**src/ddsl_pkg.sv**
```systemverilog
package ddsl_pkg;

	// Clock and timing figures
	localparam int CLK_PERIOD_PS = 20000;
	localparam int ROW_TO_COLUMN_DELAY_PS = 15000;
	localparam int WRITE_RECOVERY_TIME_PS = 15000;
	localparam int PRECHARGE_PERIOD_PS = 15000;
	localparam int ROW_CYCLE_TIME_PS = 50000;
	localparam int SELF_REFRESH_EXIT_DELAY_PS = 75000;
	localparam int INPUT_SETUP_TIME_PS = 600;
	localparam int MODE_LOAD_CLOCKS = 2;
	localparam int DLL_LOCK_CLOCKS = 200;

	// Least times rounded up to whole cycles
	localparam int ROW_COL_CYC = (ROW_TO_COLUMN_DELAY_PS + CLK_PERIOD_PS - 1) / CLK_PERIOD_PS;
	localparam int WREC_CYC = (WRITE_RECOVERY_TIME_PS + CLK_PERIOD_PS - 1) / CLK_PERIOD_PS;
	localparam int CLOSE_CYC = (PRECHARGE_PERIOD_PS + CLK_PERIOD_PS - 1) / CLK_PERIOD_PS;
	localparam int ROWCYC_CYC = (ROW_CYCLE_TIME_PS + CLK_PERIOD_PS - 1) / CLK_PERIOD_PS;
	localparam int SR_EXIT_CYC = (SELF_REFRESH_EXIT_DELAY_PS + CLK_PERIOD_PS - 1) / CLK_PERIOD_PS;
	localparam int SETUP_CYC = (INPUT_SETUP_TIME_PS + CLK_PERIOD_PS - 1) / CLK_PERIOD_PS;

	// Widths
	localparam int CNT_W = 3;
	localparam int LOCK_W = 8;
	localparam int ADDR_W = 12;
	localparam int BANK_W = 2;
	localparam int NUM_BANKS = 4;
	localparam int PIN_W = 19;
	localparam logic [18:0] PIN_RST = 19'h3C000;

	// Register fields and reset values
	localparam int BL_LSB = 0;
	localparam int ORDER_BIT = 3;
	localparam int LAT_LSB = 4;
	localparam int DLL_RST_BIT = 8;
	localparam int DLL_EN_BIT = 0;
	localparam int AUTOCLOSE_BIT = 10;
	localparam logic [11:0] MODE_RST = 12'h000;
	localparam logic [11:0] EXT_RST = 12'h000;
	localparam logic [1:0] TGT_MODE = 2'h0;
	localparam logic [1:0] TGT_EXT = 2'h1;

	typedef enum logic [2:0] {
		BK_IDLE = 3'h0, BK_ACTIVATING = 3'h1, BK_ACTIVE = 3'h3,
		BK_WREC = 3'h2, BK_WREC_AC = 3'h6, BK_CLOSING = 3'h7
	} ddsl_bank_state_t;

	typedef enum logic [2:0] {
		GS_RUN = 3'h0, GS_REFRESH = 3'h1, GS_MODE = 3'h3, GS_PDOWN = 3'h2,
		GS_SELF = 3'h6, GS_SR_EXIT = 3'h7, GS_PD_EXIT = 3'h5
	} ddsl_cmd_state_t;

	function automatic logic [3:0] bl_decode(input logic [2:0] code);
		case (code)
			3'h1: return 4'h2;
			3'h2: return 4'h4;
			3'h3: return 4'h8;
			default: return 4'h0;
		endcase
	endfunction

	// Latency in half clocks
	function automatic logic [2:0] lat_decode(input logic [2:0] code);
		case (code)
			3'h2: return 3'h4;
			3'h3: return 3'h6;
			3'h6: return 3'h5;
			default: return 3'h0;
		endcase
	endfunction

	function automatic logic [2:0] burst_col(input logic [2:0] start, input logic [2:0] beat,
		input logic [3:0] len, input logic ilv);
		logic [2:0] mask;
		logic [2:0] off;
		mask = 3'(len - 4'h1);
		off = ilv ? (start ^ beat) : 3'(start + beat);
		return (start & ~mask) | (off & mask);
	endfunction

endpackage

```
**src/ddsl_top.sv**
```systemverilog
`timescale 1ns/100ps
// Contract
// - Activating bank waits on no-op, turns row-active after row-to-column delay.
// - Write recovery returns bank to active after recovery time; commands meanwhile illegal.
// - Write recovery with autoclose starts closing after recovery time; only no-op allowed.
// - Self refresh holds while clock-enable low; quiet rise exits after exit delay.
// - Power-down holds while clock-enable low; rise returns after input setup time.
// - Clock-enable fall, all idle, quiet command: enter precharge power-down.
// - Clock-enable fall, open row, quiet command: enter active power-down.
// - Self refresh entered only from all idle with refresh encoding on fall.
// - Mode load with all strobes low and banks idle captures twelve address pins.
// - Address bits 0-2 pick burst length: 001 two, 010 four, 011 eight.
// - Address bit 3 picks sequential wrap or interleaved start XOR beat order.
// - Address bits 4-6 pick read latency: 010 two, 011 three, 110 two and half.
// - Test bit stays low; address bit 8 written one resets the DLL.
// - Bank-select 00 loads mode register, 01 extended; bit 1 high is reserved.
// - Extended register address bit 0 low enables the DLL; other pins low.
// - Closing bank waits on no-op and returns to idle after precharge period; the code flags open, read and write there but lets a close pass unflagged.
module ddsl_top
	import ddsl_pkg::*;
#(
	parameter int DLL_LOCK = DLL_LOCK_CLOCKS
)
(
	// Clock and reset
	input wire logic clk_i,
	input wire logic nrst_i,
	// Command pins
	input wire logic cke_i,
	input wire logic cs_n_i,
	input wire logic ras_n_i,
	input wire logic cas_n_i,
	input wire logic we_n_i,
	input wire logic [BANK_W-1:0] ba_i,
	input wire logic [ADDR_W-1:0] addr_i,
	// State
	output logic [3*NUM_BANKS-1:0] bank_state_o,
	output logic [2:0] cmd_state_o,
	output logic active_power_down_o,
	output logic illegal_cmd_o,
	// Mode registers
	output logic [ADDR_W-1:0] mode_reg_o,
	output logic [ADDR_W-1:0] ext_mode_reg_o,
	output logic [3:0] burst_len_o,
	output logic burst_interleave_o,
	output logic [2:0] read_latency_o,
	// DLL
	output logic dll_enable_o,
	output logic dll_reset_o,
	output logic read_ready_o,
	// Burst columns
	output logic burst_active_o,
	output logic [2:0] burst_col_o
);
	localparam int A_RC = ROWCYC_CYC;
	localparam int A_XS = SR_EXIT_CYC;
	localparam int A_IS = SETUP_CYC;
	localparam int A_LOCK = DLL_LOCK;

	logic rst_n;
	logic [PIN_W-1:0] pins_s;
	logic cke_s;
	logic cs_n_s;
	logic ras_n_s;
	logic cas_n_s;
	logic we_n_s;
	logic [BANK_W-1:0] ba_s;
	logic [ADDR_W-1:0] addr_s;
	logic cke_prev_q;
	ddsl_cmd_state_t gs_q;
	ddsl_cmd_state_t gs_d;
	logic [CNT_W-1:0] gcnt_q;
	logic [CNT_W-1:0] gcnt_d;
	logic [ADDR_W-1:0] mode_q;
	logic [ADDR_W-1:0] ext_q;
	logic [3:0] bl_q;
	logic [2:0] lat_q;
	logic dll_en_q;
	logic dll_rst_q;
	logic [LOCK_W-1:0] lock_q;
	logic ready_q;
	logic ill_q;
	logic apd_q;
	logic apd_d;
	logic burst_q;
	logic [2:0] start_q;
	logic [2:0] beat_q;
	logic [2:0] col_q;
	logic cmd;
	logic quiet;
	logic ref_enc;
	logic load_enc;
	logic c_open;
	logic c_rd;
	logic c_wr;
	logic c_close;
	logic c_ref;
	logic c_load;
	logic load_mode;
	logic load_ext;
	logic sr_done;
	logic glob_ill;
	logic busy_ill;
	logic rd_ill;
	logic all_idle;
	logic stable;
	logic any_active;
	logic [NUM_BANKS-1:0] bank_ill;
	ddsl_bank_state_t burst_halt_cmd [NUM_BANKS];

	// Reset release and pin capture
	ddsl_sync #(.W(1), .RST_VAL(1'b0)) u_rst_sync (
		.clk_i(clk_i),
		.rst_n_i(nrst_i),
		.d_i(1'b1),
		.q_o(rst_n)
	);

	ddsl_sync #(.W(PIN_W), .RST_VAL(PIN_RST)) u_pin_sync (
		.clk_i(clk_i),
		.rst_n_i(rst_n),
		.d_i({cke_i, cs_n_i, ras_n_i, cas_n_i, we_n_i, ba_i, addr_i}),
		.q_o(pins_s)
	);

	assign {cke_s, cs_n_s, ras_n_s, cas_n_s, we_n_s, ba_s, addr_s} = pins_s;

	// Command decode
	assign cmd = cke_prev_q & cke_s & !cs_n_s & (gs_q == GS_RUN);
	assign quiet = cs_n_s | (ras_n_s & cas_n_s);
	assign ref_enc = !cs_n_s & !ras_n_s & !cas_n_s & we_n_s;
	assign load_enc = !cs_n_s & !ras_n_s & !cas_n_s & !we_n_s;
	assign c_open = cmd & !ras_n_s & cas_n_s & we_n_s;
	assign c_close = cmd & !ras_n_s & cas_n_s & !we_n_s;
	assign c_rd = cmd & ras_n_s & !cas_n_s & we_n_s;
	assign c_wr = cmd & ras_n_s & !cas_n_s & !we_n_s;
	assign c_ref = cmd & ref_enc;
	assign c_load = cmd & load_enc;
	assign rd_ill = c_rd & !ready_q;
	assign busy_ill = cke_s & !quiet & (gs_q == GS_REFRESH || gs_q == GS_MODE
		|| gs_q == GS_SR_EXIT || gs_q == GS_PD_EXIT);

	// Bank machines
	for (genvar i = 0; i < NUM_BANKS; i++)
	begin : g_bank
		ddsl_bank u_bank (
			.clk_i(clk_i),
			.rst_n_i(rst_n),
			.open_i(c_open && ba_s == BANK_W'(i)),
			.rd_i(c_rd && ba_s == BANK_W'(i)),
			.wr_i(c_wr && ba_s == BANK_W'(i)),
			.close_i(c_close && (addr_s[AUTOCLOSE_BIT] || ba_s == BANK_W'(i))),
			.ac_i(addr_s[AUTOCLOSE_BIT]),
			.state_o(burst_halt_cmd[i]),
			.illegal_o(bank_ill[i])
		);
		assign bank_state_o[3*i +: 3] = burst_halt_cmd[i];
	end

	always_comb
	begin
		all_idle = 1'b1;
		stable = 1'b1;
		any_active = 1'b0;
		for (int b = 0; b < NUM_BANKS; b++)
		begin
			all_idle = all_idle & (burst_halt_cmd[b] == BK_IDLE);
			stable = stable & (burst_halt_cmd[b] == BK_IDLE || burst_halt_cmd[b] == BK_ACTIVE);
			any_active = any_active | (burst_halt_cmd[b] == BK_ACTIVE);
		end
	end

	// Clock-enable and global command machine
	always_comb
	begin
		gs_d = gs_q;
		gcnt_d = (gcnt_q != '0) ? gcnt_q - 1'b1 : gcnt_q;
		apd_d = apd_q;
		glob_ill = 1'b0;
		load_mode = 1'b0;
		load_ext = 1'b0;
		sr_done = 1'b0;
		case (gs_q)
			GS_RUN:
				if (!cke_s)
				begin
					if (cke_prev_q && ref_enc)
					begin
						if (all_idle)
							gs_d = GS_SELF;
						else
							glob_ill = 1'b1;
					end
					else if ((quiet || !cke_prev_q) && stable)
					begin
						gs_d = GS_PDOWN;
						apd_d = any_active;
					end
					else
						glob_ill = 1'b1;
				end
				else if (c_ref)
				begin
					if (all_idle)
					begin
						gs_d = GS_REFRESH;
						gcnt_d = CNT_W'(ROWCYC_CYC - 1);
					end
					else
						glob_ill = 1'b1;
				end
				else if (c_load)
				begin
					if (all_idle && !ba_s[1])
					begin
						gs_d = GS_MODE;
						gcnt_d = CNT_W'(MODE_LOAD_CLOCKS - 1);
						load_mode = (ba_s == TGT_MODE);
						load_ext = (ba_s == TGT_EXT);
					end
					else
						glob_ill = 1'b1;
				end
			GS_REFRESH, GS_MODE, GS_SR_EXIT, GS_PD_EXIT:
				if (gcnt_q == '0)
					gs_d = GS_RUN;
			GS_PDOWN:
				if (cke_s)
				begin
					gs_d = GS_PD_EXIT;
					gcnt_d = CNT_W'(SETUP_CYC - 1);
				end
			GS_SELF:
				if (cke_s)
				begin
					if (quiet)
					begin
						gs_d = GS_SR_EXIT;
						gcnt_d = CNT_W'(SR_EXIT_CYC - 1);
						sr_done = 1'b1;
					end
					else
						glob_ill = 1'b1;
				end
			default: gs_d = GS_RUN;
		endcase
	end

	always_ff @(posedge clk_i or negedge rst_n)
	begin
		if (!rst_n)
		begin
			gs_q <= GS_RUN;
			gcnt_q <= '0;
			cke_prev_q <= 1'b0;
			apd_q <= 1'b0;
			ill_q <= 1'b0;
		end
		else
		begin
			gs_q <= gs_d;
			gcnt_q <= gcnt_d;
			cke_prev_q <= cke_s;
			apd_q <= apd_d;
			ill_q <= (|bank_ill) | glob_ill | busy_ill | rd_ill;
		end
	end

	// Mode registers
	always_ff @(posedge clk_i or negedge rst_n)
	begin
		if (!rst_n)
		begin
			mode_q <= MODE_RST;
			ext_q <= EXT_RST;
			bl_q <= 4'h0;
			lat_q <= 3'h0;
			dll_en_q <= 1'b0;
		end
		else
		begin
			if (load_mode)
			begin
				mode_q <= addr_s;
				bl_q <= bl_decode(addr_s[BL_LSB +: 3]);
				lat_q <= lat_decode(addr_s[LAT_LSB +: 3]);
			end
			if (load_ext)
			begin
				ext_q <= addr_s;
				dll_en_q <= !addr_s[DLL_EN_BIT];
			end
		end
	end

	// DLL reset and lock wait
	always_ff @(posedge clk_i or negedge rst_n)
	begin
		if (!rst_n)
		begin
			dll_rst_q <= 1'b0;
			lock_q <= '0;
			ready_q <= 1'b0;
		end
		else
		begin
			dll_rst_q <= load_mode & addr_s[DLL_RST_BIT];
			if ((load_mode && addr_s[DLL_RST_BIT]) || (load_ext && !addr_s[DLL_EN_BIT]) || sr_done)
				lock_q <= LOCK_W'(DLL_LOCK);
			else if (lock_q != '0)
				lock_q <= lock_q - 1'b1;
			ready_q <= dll_en_q && (lock_q == '0);
		end
	end

	// Burst column sequencing
	always_ff @(posedge clk_i or negedge rst_n)
	begin
		if (!rst_n)
		begin
			burst_q <= 1'b0;
			start_q <= 3'h0;
			beat_q <= 3'h0;
			col_q <= 3'h0;
		end
		else if ((c_rd || c_wr) && burst_halt_cmd[ba_s] == BK_ACTIVE && bl_q != 4'h0)
		begin
			burst_q <= 1'b1;
			start_q <= addr_s[2:0];
			beat_q <= 3'h0;
			col_q <= addr_s[2:0];
		end
		else if (burst_q)
		begin
			if ({1'b0, beat_q} == bl_q - 4'h1)
				burst_q <= 1'b0;
			beat_q <= beat_q + 3'h1;
			col_q <= burst_col(start_q, beat_q + 3'h1, bl_q, mode_q[ORDER_BIT]);
		end
	end

	assign cmd_state_o = gs_q;
	assign active_power_down_o = apd_q;
	assign illegal_cmd_o = ill_q;
	assign mode_reg_o = mode_q;
	assign ext_mode_reg_o = ext_q;
	assign burst_len_o = bl_q;
	assign burst_interleave_o = mode_q[ORDER_BIT];
	assign read_latency_o = lat_q;
	assign dll_enable_o = dll_en_q;
	assign dll_reset_o = dll_rst_q;
	assign read_ready_o = ready_q;
	assign burst_active_o = burst_q;
	assign burst_col_o = col_q;
endmodule // ddsl_top

```
**src/ddsl_sync.sv**
```systemverilog
`timescale 1ns/100ps
module ddsl_sync #(
	parameter int W = 1,
	parameter logic [W-1:0] RST_VAL = '0
)
(
	// Clock and reset
	input wire logic clk_i,
	input wire logic rst_n_i,
	// Data
	input wire logic [W-1:0] d_i,
	output logic [W-1:0] q_o
);
	logic [W-1:0] meta_q;

	always_ff @(posedge clk_i or negedge rst_n_i)
	begin
		if (!rst_n_i)
		begin
			meta_q <= RST_VAL;
			q_o <= RST_VAL;
		end
		else
		begin
			meta_q <= d_i;
			q_o <= meta_q;
		end
	end
endmodule // ddsl_sync

```
**src/ddsl_bank.sv**
```systemverilog
`timescale 1ns/100ps
module ddsl_bank
	import ddsl_pkg::*;
#(
	parameter int RC_CYC = ROW_COL_CYC,
	parameter int WR_CYC = WREC_CYC,
	parameter int RP_CYC = CLOSE_CYC
)
(
	// Clock and reset
	input wire logic clk_i,
	input wire logic rst_n_i,
	// Commands aimed at this bank
	input wire logic open_i,
	input wire logic rd_i,
	input wire logic wr_i,
	input wire logic close_i,
	input wire logic ac_i,
	// State
	output ddsl_bank_state_t state_o,
	output logic illegal_o
);
	localparam int A_RC = RC_CYC;
	localparam int A_WR = WR_CYC;
	localparam int A_RP = RP_CYC;

	ddsl_bank_state_t state_d;
	logic [CNT_W-1:0] cnt_q;
	logic [CNT_W-1:0] cnt_d;
	logic any_cmd;

	assign any_cmd = open_i | rd_i | wr_i | close_i;

	always_comb
	begin
		state_d = state_o;
		cnt_d = (cnt_q != '0) ? cnt_q - 1'b1 : cnt_q;
		illegal_o = 1'b0;
		case (state_o)
			BK_IDLE:
				if (open_i)
				begin
					state_d = BK_ACTIVATING;
					cnt_d = CNT_W'(RC_CYC - 1);
				end
				else if (rd_i | wr_i)
					illegal_o = 1'b1;
			BK_ACTIVATING:
			begin
				illegal_o = any_cmd;
				if (cnt_q == '0)
					state_d = BK_ACTIVE;
			end
			BK_ACTIVE:
				if (open_i)
					illegal_o = 1'b1;
				else if (close_i | (rd_i & ac_i))
				begin
					state_d = BK_CLOSING;
					cnt_d = CNT_W'(RP_CYC - 1);
				end
				else if (wr_i)
				begin
					state_d = ac_i ? BK_WREC_AC : BK_WREC;
					cnt_d = CNT_W'(WR_CYC - 1);
				end
			BK_WREC:
			begin
				illegal_o = any_cmd;
				if (cnt_q == '0)
					state_d = BK_ACTIVE;
			end
			BK_WREC_AC:
			begin
				illegal_o = any_cmd;
				if (cnt_q == '0)
				begin
					state_d = BK_CLOSING;
					cnt_d = CNT_W'(RP_CYC - 1);
				end
			end
			BK_CLOSING:
			begin
				illegal_o = open_i | rd_i | wr_i;
				if (cnt_q == '0)
					state_d = BK_IDLE;
			end
			default: state_d = BK_IDLE;
		endcase
	end

	always_ff @(posedge clk_i or negedge rst_n_i)
	begin
		if (!rst_n_i)
		begin
			state_o <= BK_IDLE;
			cnt_q <= '0;
		end
		else
		begin
			state_o <= state_d;
			cnt_q <= cnt_d;
		end
	end
endmodule // ddsl_bank

```
**config.mk**
```make
export PLATFORM = sky130hd
export DESIGN_NAME = ddsl_top
export DESIGN_NICKNAME = d
export VERILOG_FILES = /design/src/ddsl_pkg.sv /design/src/ddsl_top.sv /design/src/ddsl_sync.sv /design/src/ddsl_bank.sv
export SDC_FILE = /design/constraint.sdc
export NUM_CORES = 1
export LEC_CHECK = 0
export ABC_AREA = 1
export BUFFER_PORTS_ARGS = -buffer_cell sky130_fd_sc_hd__clkbuf_2
export CAP_MARGIN = 20
export CORE_UTILIZATION = 35
export DETAILED_ROUTE_END_ITERATION = 10
export PLACE_DENSITY_LB_ADDON = 0.2
export SYNTH_ARGS = -nofsm -noshare
export SYNTH_HDL_FRONTEND = slang
export SYNTH_SLANG_ARGS = --single-unit
```
**constraint.sdc**
```tcl
create_clock -name clk_i -period 6 [get_ports clk_i]
set_input_delay 0.6 -clock clk_i [delete_from_list [all_inputs] [get_ports clk_i]]
set_output_delay 0.6 -clock clk_i [all_outputs]
set_load 0.02 [all_outputs]
```
* Yosys cells after proc, flatten, opt, wreduce, memory -nomap -nowiden
Index checks and enable logic that the tools add are counted.
Storage, ports and cells: flip-flop bits (word level) 125, bits of input ports 21, output and inout bits 56, word-level logic and storage cells 399
Cells by class: add/subtract/negate cells 9, magnitude comparators 1, equality and inequality tests 70, muxes and demuxes 138, bitwise operators 67, reduce and logical (&&, ||, !) cells 85
Operators by type and width (count):
- two-way mux 3 bit | 81
- one-hot mux 3 bit (5 select lines) | 4
- one-hot mux 3 bit (3 select lines) | 6
- == test 3 x 2 -> 1 bit, second input constant | 15
- two-way mux 1 bit | 37
- == test 3 bit, second input constant | 12
- inequality test 2 x 1 -> 1 bit, second input constant | 18
- bitwise AND 1 bit | 32
- logical NOT 3 bit | 10
- OR 1 bit | 27
- logical AND 1 bit | 24
- AND reduction 6 bit | 4
- == test 3 x 1 -> 1 bit, second input constant | 6
- two-way mux 8 bit | 2
- one-hot mux 1 bit (4 select lines) | 4
- logical OR 1 bit | 15
- nonzero test 3 bit | 5
- subtractor 3 x 1 -> 3 bit, second input constant | 5
- inequality test 2 bit, second input constant | 6
- inequality test 3 x 1 -> 1 bit, second input constant | 4
- inequality test 4 bit, second input constant | 3
- one-hot mux 3 bit (4 select lines) | 1
- one-hot mux 4 bit (3 select lines) | 1
- OR reduction 3 bit | 4
- 28 further kinds | 44

* Depth between registers and ports, before layout
depth in word-level cells 15, gate-level depth with buffers 13, depth with buffers taken out 12

* Cells and area by module
A second synthesis with hierarchy kept.
Second synthesis, totals: cells, all modules 786, area, all modules 6470.0 um2
Modules (own cells, without submodules):
- ddsl_top | times used 1, cells each 438, area an instance 3372.0 um2, sequential area each 1501.4 um2
- ddsl_bank | times used 4, cells each 77, area an instance 521.8 um2, sequential area each 150.1 um2
- ddsl_sync (u_pin_sync) | times used 1, cells each 38, area an instance 960.9 um2, sequential area each 960.9 um2
- ddsl_sync (u_rst_sync) | times used 1, cells each 2, area an instance 50.0 um2, sequential area each 50.0 um2

* Worst setup path before layout
OpenSTA, ideal clock, no wires.
path kind flip-flop to flip-flop, start register bl_q[1] (netlist: burst_len_o[1]), end register col_q[0] (netlist: burst_col_o[0]), setup time 131 ps, arrival 1781 ps, data required time 5869 ps, setup slack 4088 ps, cell stages (with the launch flop) 11, path buffers 1, period minus slack after synthesis 1912 ps, path through dfrtp_1 > inv_1 > ha_1 > ha_1 > a21oi_1 > o21ai_0 > nor2_1 > nand3_2 > buf_2 > nand3_1 > o211ai_1
Between the ends: word-level cells in the longest chain between the ends 3, elaborated cells on any way between the ends 4, classes of those cells 1 x mux; 3 x reduce/logical
RTL lines:
- start, declared | line ddsl_top.sv:76 | logic [3:0] bl_q;
- start signal, assigned | line ddsl_top.sv:285 | bl_q <= bl_decode(addr_s[BL_LSB +: 3]);
- nonzero test 4 bit (*) | line ddsl_top.sv:326 | else if ((c_rd || c_wr) && burst_halt_cmd[ba_s] == BK_ACTIVE && bl_q != 4'h0)
- logical AND 1 bit (*) | line ddsl_top.sv:326
- two-way mux 3 bit / nonzero test 2 bit (equally long branches)
- end signal, assigned | line ddsl_top.sv:331 | col_q <= addr_s[2:0];
- end signal, assigned | line ddsl_top.sv:338 | col_q <= burst_col(start_q, beat_q + 3'h1, bl_q, mode_q[ORDER_BIT]);
- end, declared | line ddsl_top.sv:88 | logic [2:0] col_q;
Every way passes the cells marked *; elsewhere a longest branch is shown, timed or not. A chain may end at the register's enable or synchronous reset.

* Final worst setup path
start register g_bank[2].u_bank.state_o[2], end register ext_q[7] (netlist: ext_mode_reg_o[7])
Between the ends: word-level cells in the longest chain between the ends 9
RTL lines:
- start, declared | line ddsl_bank.sv:20 | output ddsl_bank_state_t state_o,
- start signal, assigned | line ddsl_bank.sv:101 | state_o <= state_d;
- logical NOT 3 bit | line ddsl_top.sv:167 | all_idle = all_idle & (burst_halt_cmd[b] == BK_IDLE);
- bitwise AND 1 bit (2 in series) | line ddsl_top.sv:167
- logical AND 1 bit | line ddsl_top.sv:214 | if (all_idle && !ba_s[1])
- two-way mux 1 bit | line ddsl_top.sv:214
- two-way mux 1 bit | line ddsl_top.sv:212 | else if (c_load)
- two-way mux 1 bit | line ddsl_top.sv:202 | else if (c_ref)
- two-way mux 1 bit | line ddsl_top.sv:185 | if (!cke_s)
- two-way mux 1 bit | line ddsl_top.sv:183 | case (gs_q)
- end signal, assigned | line ddsl_top.sv:290 | ext_q <= addr_s;
- end, declared | line ddsl_top.sv:75 | logic [ADDR_W-1:0] ext_q;
No other way between the ends.

==> impl_metrics.csv <==
group,metric,value,unit
sta,hold_viol,0,
synth,synth_area_leader_cell,"dfrtp_1",
synth,synth_area_leaders,"dfrtp_1, nand2_1, inv_1",
cts,cts_max_path_buffers,2,
power,seq_power_share,36.0,%
floorplan,die_w,135,µm
final_layout,fill_cells,1735,
sta,slew_violations,0,
power,p_sw_share,38.5,%
synth,async_reset_ff_share,100,%
floorplan,core,17400,µm²
floorplan,start_util,35.9,%
sta,min_period_over_period,41.1,%
placed_design,dp_hpwl,11300,µm
sta,fin_setup_tns,0,ns
power,peakVddDrop,0.000269,V
worst_setup_path,worstSetupPathType,"reg2reg",
power,p_switching,1.16,mW
cts,cts_buffers,17,
sta,skew,0.00975,ns
synth,syn_area,6230,µm²
final_layout,fin_util,42.6,%
placed_design,port_buffers,75,
synth,synth.ff_latch_count,124,
floorplan,die_h,135,µm
detailed_routing,ant_nets,0,
placed_design,globalplace.congestion,0.846,
sta,fmaxAchievable,405,MHz
worst_setup_path,r2r_setup_slack,3.53,ns
synth,syn_area_per_cell,8.24,µm²
final_layout,seq_area,3120,µm²
grt,grt_use_total,17.9,%
worst_hold_path,min_path_type,"in2reg",
worst_setup_path,critPathCaptureType,"flop",
synth,synthFlopType,"dfrtp_1",
grt,antenna_found_initial,0,
final_layout,layout-drive-gt1-share,17.6,%
worst_setup_path,startpoint_type,"flop",
worst_setup_path,r2r_start,"g_bank[2].u_bank.state_o[2]$_DFFE_PN0P_",
power,total_leakage_power,3.83,nW
cts,h-tree-depth,4,
synth,syn_inst,756,
worst_setup_path,crit_fanout,20,
worst_hold_path,min_from,"we_n_i",
sta,rsz0062_at_grt,"no",
cts,clk_pin_slew_worst_paths,0.06,ns
worst_setup_path,worstRegToRegCells,7,
final_layout,synthToLayoutAreaGrowth,18.6,%
detailed_routing,wl_per_cell,14.1,µm
final_layout,multiInputGateArea,2670,µm²
worst_setup_path,cp_data_arrival_time,2.79,ns
power,intPower,1.85,mW
detailed_routing,drtIter0Drc,244,
worst_hold_path,holdPathStages,1,
grt,grt_pass1_wl,25100,µm
flow_run,max-cap-violations,0,
detailed_routing,route.vias.total,5200,
final_layout,diodes,0,
sta,period_needed,2.47,ns
floorplan,row_count,48,
run_status,status,"complete, no violations",
synth,synth_nets,798,
detailed_routing,drt_wl_total,15100,µm
synth,netlist-cell-type-count,42,
worst_hold_path,hold_end,"u_pin_sync.meta_q[14]$_DFF_PN1_",
cts,clkLatencyLatePin,0.42,ns
floorplan,ios,77,
sta,slew_headroom,43.5,%
cts,cts.sinks,124,
synth,synth-edff-count,0,
detailed_routing,drc,0,
synth,yosysTopAreaCellShare,46.6,%
floorplan,dieArea,18300,µm²
sta,tightest_slew,0.847,ns
power,powerDensity,408,nW/µm²
power,clockPowerShare,32.3,%
synth,ys_seq_area_share,50.0,%
sta,hold_slack,0.260,ns
grt,grt_max_degree,67,
grt,grt_overflow,0,
worst_setup_path,worstPathRequired,6.32,ns
cts,cts_tree,"built",
power,combPwrFrac,31.6,%
cts,clock-root-buffer,"clkbuf_16",
detailed_routing,dr.pass1.iters,5,
synth,synth_warnings,0,
detailed_routing,viasPerCell,4.83,
grt,grt_pass1_vias,5014,
worst_setup_path,timing.rr.end,"ext_mode_reg_o[7]$_DFFE_PN0N_",
sta,setup_viol,0,
final_layout,nets,881,
## layout by cell type (no fill, tap or decap), types with 3 or more instances in the layout
master,count
a21oi_1,21
a31oi_1,4
clkbuf_16,17
clkbuf_2,75
clkinv_1,3
clkinv_4,3
clkinvlp_4,3
dfrtp_1,115
dfstp_2,8
ha_1,20
inv_1,92
inv_2,3
inv_6,3
nand2_1,201
nand2_2,5
nand3_1,42
nand3_2,4
nand4_1,30
nor2_1,65
nor2_2,5
nor2_4,3
nor3_1,10
o211ai_1,3
o21ai_0,50
o21ai_1,13
o21ai_2,7
o22ai_1,9
or2_2,5
xnor2_1,4
xor2_1,4
## kinds of logic (layout without fill, tap and decap cells)
kind of cell / count (synthesis) / in the layout / synth area share, %
flops: 124 / 124 / 50.0
buf+inv: 111 / 207 / 7.21
xor+xnor: 8 / 8 / 1.12
other cells: 2 / 2 / 0.121
fa+ha+maj: 21 / 21 / 4.34
simple gates: 377 / 377 / 27.1
compound gates: 113 / 113 / 10.1
## critical path, cell delays in order (launching register included)
cell and delay (ns):
dfrtp_1 0.44, inv_1 0.25, nand3_1 0.14, nor2_1 0.15
nand3_1 0.28, nor2_1 0.35, nand2_1 0.45, o21ai_0 0.32
## cell usage after synthesis (3+ instances only)
master and count:
ha_1 20, clkinv_1 3, nor3_1 10, inv_1 92, inv_2 3, nand2_2 5
nor2_2 5, or2_2 5, nand3_1 42, nor2_1 65, a21oi_1 21, nor2_4 3
nand2_1 201, dfrtp_1 116, nand3_2 4, buf_2 8, o22ai_1 9, xnor2_1 4
a31oi_1 4, o21ai_1 13, o21ai_2 7, xor2_1 4, o21ai_0 50, dfstp_2 8
o211ai_1 3, nand4_1 30
## metal layers
metal	track usage, %	share of wire, %
met1	23.5	47
met2	27.4	45
met3	6.14	6.2
met4	5.87	1.5
met5	0	0
## how the worst max path moves through the flow
stage | endpoint | startpoint
floorplan | async pin | u_rst_sync.q_o$_DFF_PN0_
detailed placement | ext_mode_reg_o[9]$_DFFE_PN0N_ | g_bank[2].u_bank.state_o[2]$_DFFE_PN0P_
global placement | ext_mode_reg_o[2]$_DFFE_PN0N_ | g_bank[2].u_bank.state_o[2]$_DFFE_PN0P_
global route | ext_mode_reg_o[9]$_DFFE_PN0N_ | g_bank[2].u_bank.state_o[2]$_DFFE_PN0P_
finish | ext_mode_reg_o[7]$_DFFE_PN0N_ | g_bank[2].u_bank.state_o[2]$_DFFE_PN0P_
CTS | ext_mode_reg_o[7]$_DFFE_PN0N_ | g_bank[2].u_bank.state_o[2]$_DFFE_PN0P_
## sequential cells by signal (all words and copies together) (netlist names), 8 cells and up, named ones only
signal and cells:
u_pin_sync.meta_q 19, u_pin_sync.q_o 19, ext_mode_reg_o 12, g_bank.u_bank.cnt_q 12
mode_reg_o 12, g_bank.u_bank.state_o 8, lock_q 8
## area by class of cell
class / count / area share (%)
Multi-Input combinational cell: 521 / 36.1
Clock buffer: 20 / 6.05
Sequential cell: 124 / 42.2
Timing Repair Buffer: 77 / 5.32
Inverter: 98 / 4.98
Tap cell: 225 / 3.81
Clock inverter: 12 / 1.56
## per-stage QoR
step                      instances  area [µm²]  total power, mW  setup slack [ns]
after detailed placement       1044        6820             2.06              3.51
after global routing           1077        7390             3.23              3.22
final                          1077        7390             3.01              3.53
after global placement         1044        6820             2.06              3.56
after CTS                      1077        7390             3.05              3.51
after floorplan                 756        6230             1.80              2.30
## power groups by stage
stage                     sequential (mW)  combinational [mW]  clock [mW]
after floorplan                      1.11               0.687           0
after global placement               1.10               0.955           0
after detailed placement             1.10               0.957           0
after CTS                            1.09               0.962        1.00
after global routing                 1.11                1.09        1.03
final                                1.09               0.952       0.974
## timing repair
action,4_1_cts,5_1_grt
hold endpoints to repair,2,0
buffers inserted,0,0
gates resized for setup,0,0
hold buffers,1,0
(Power assumes the default switching activity.)
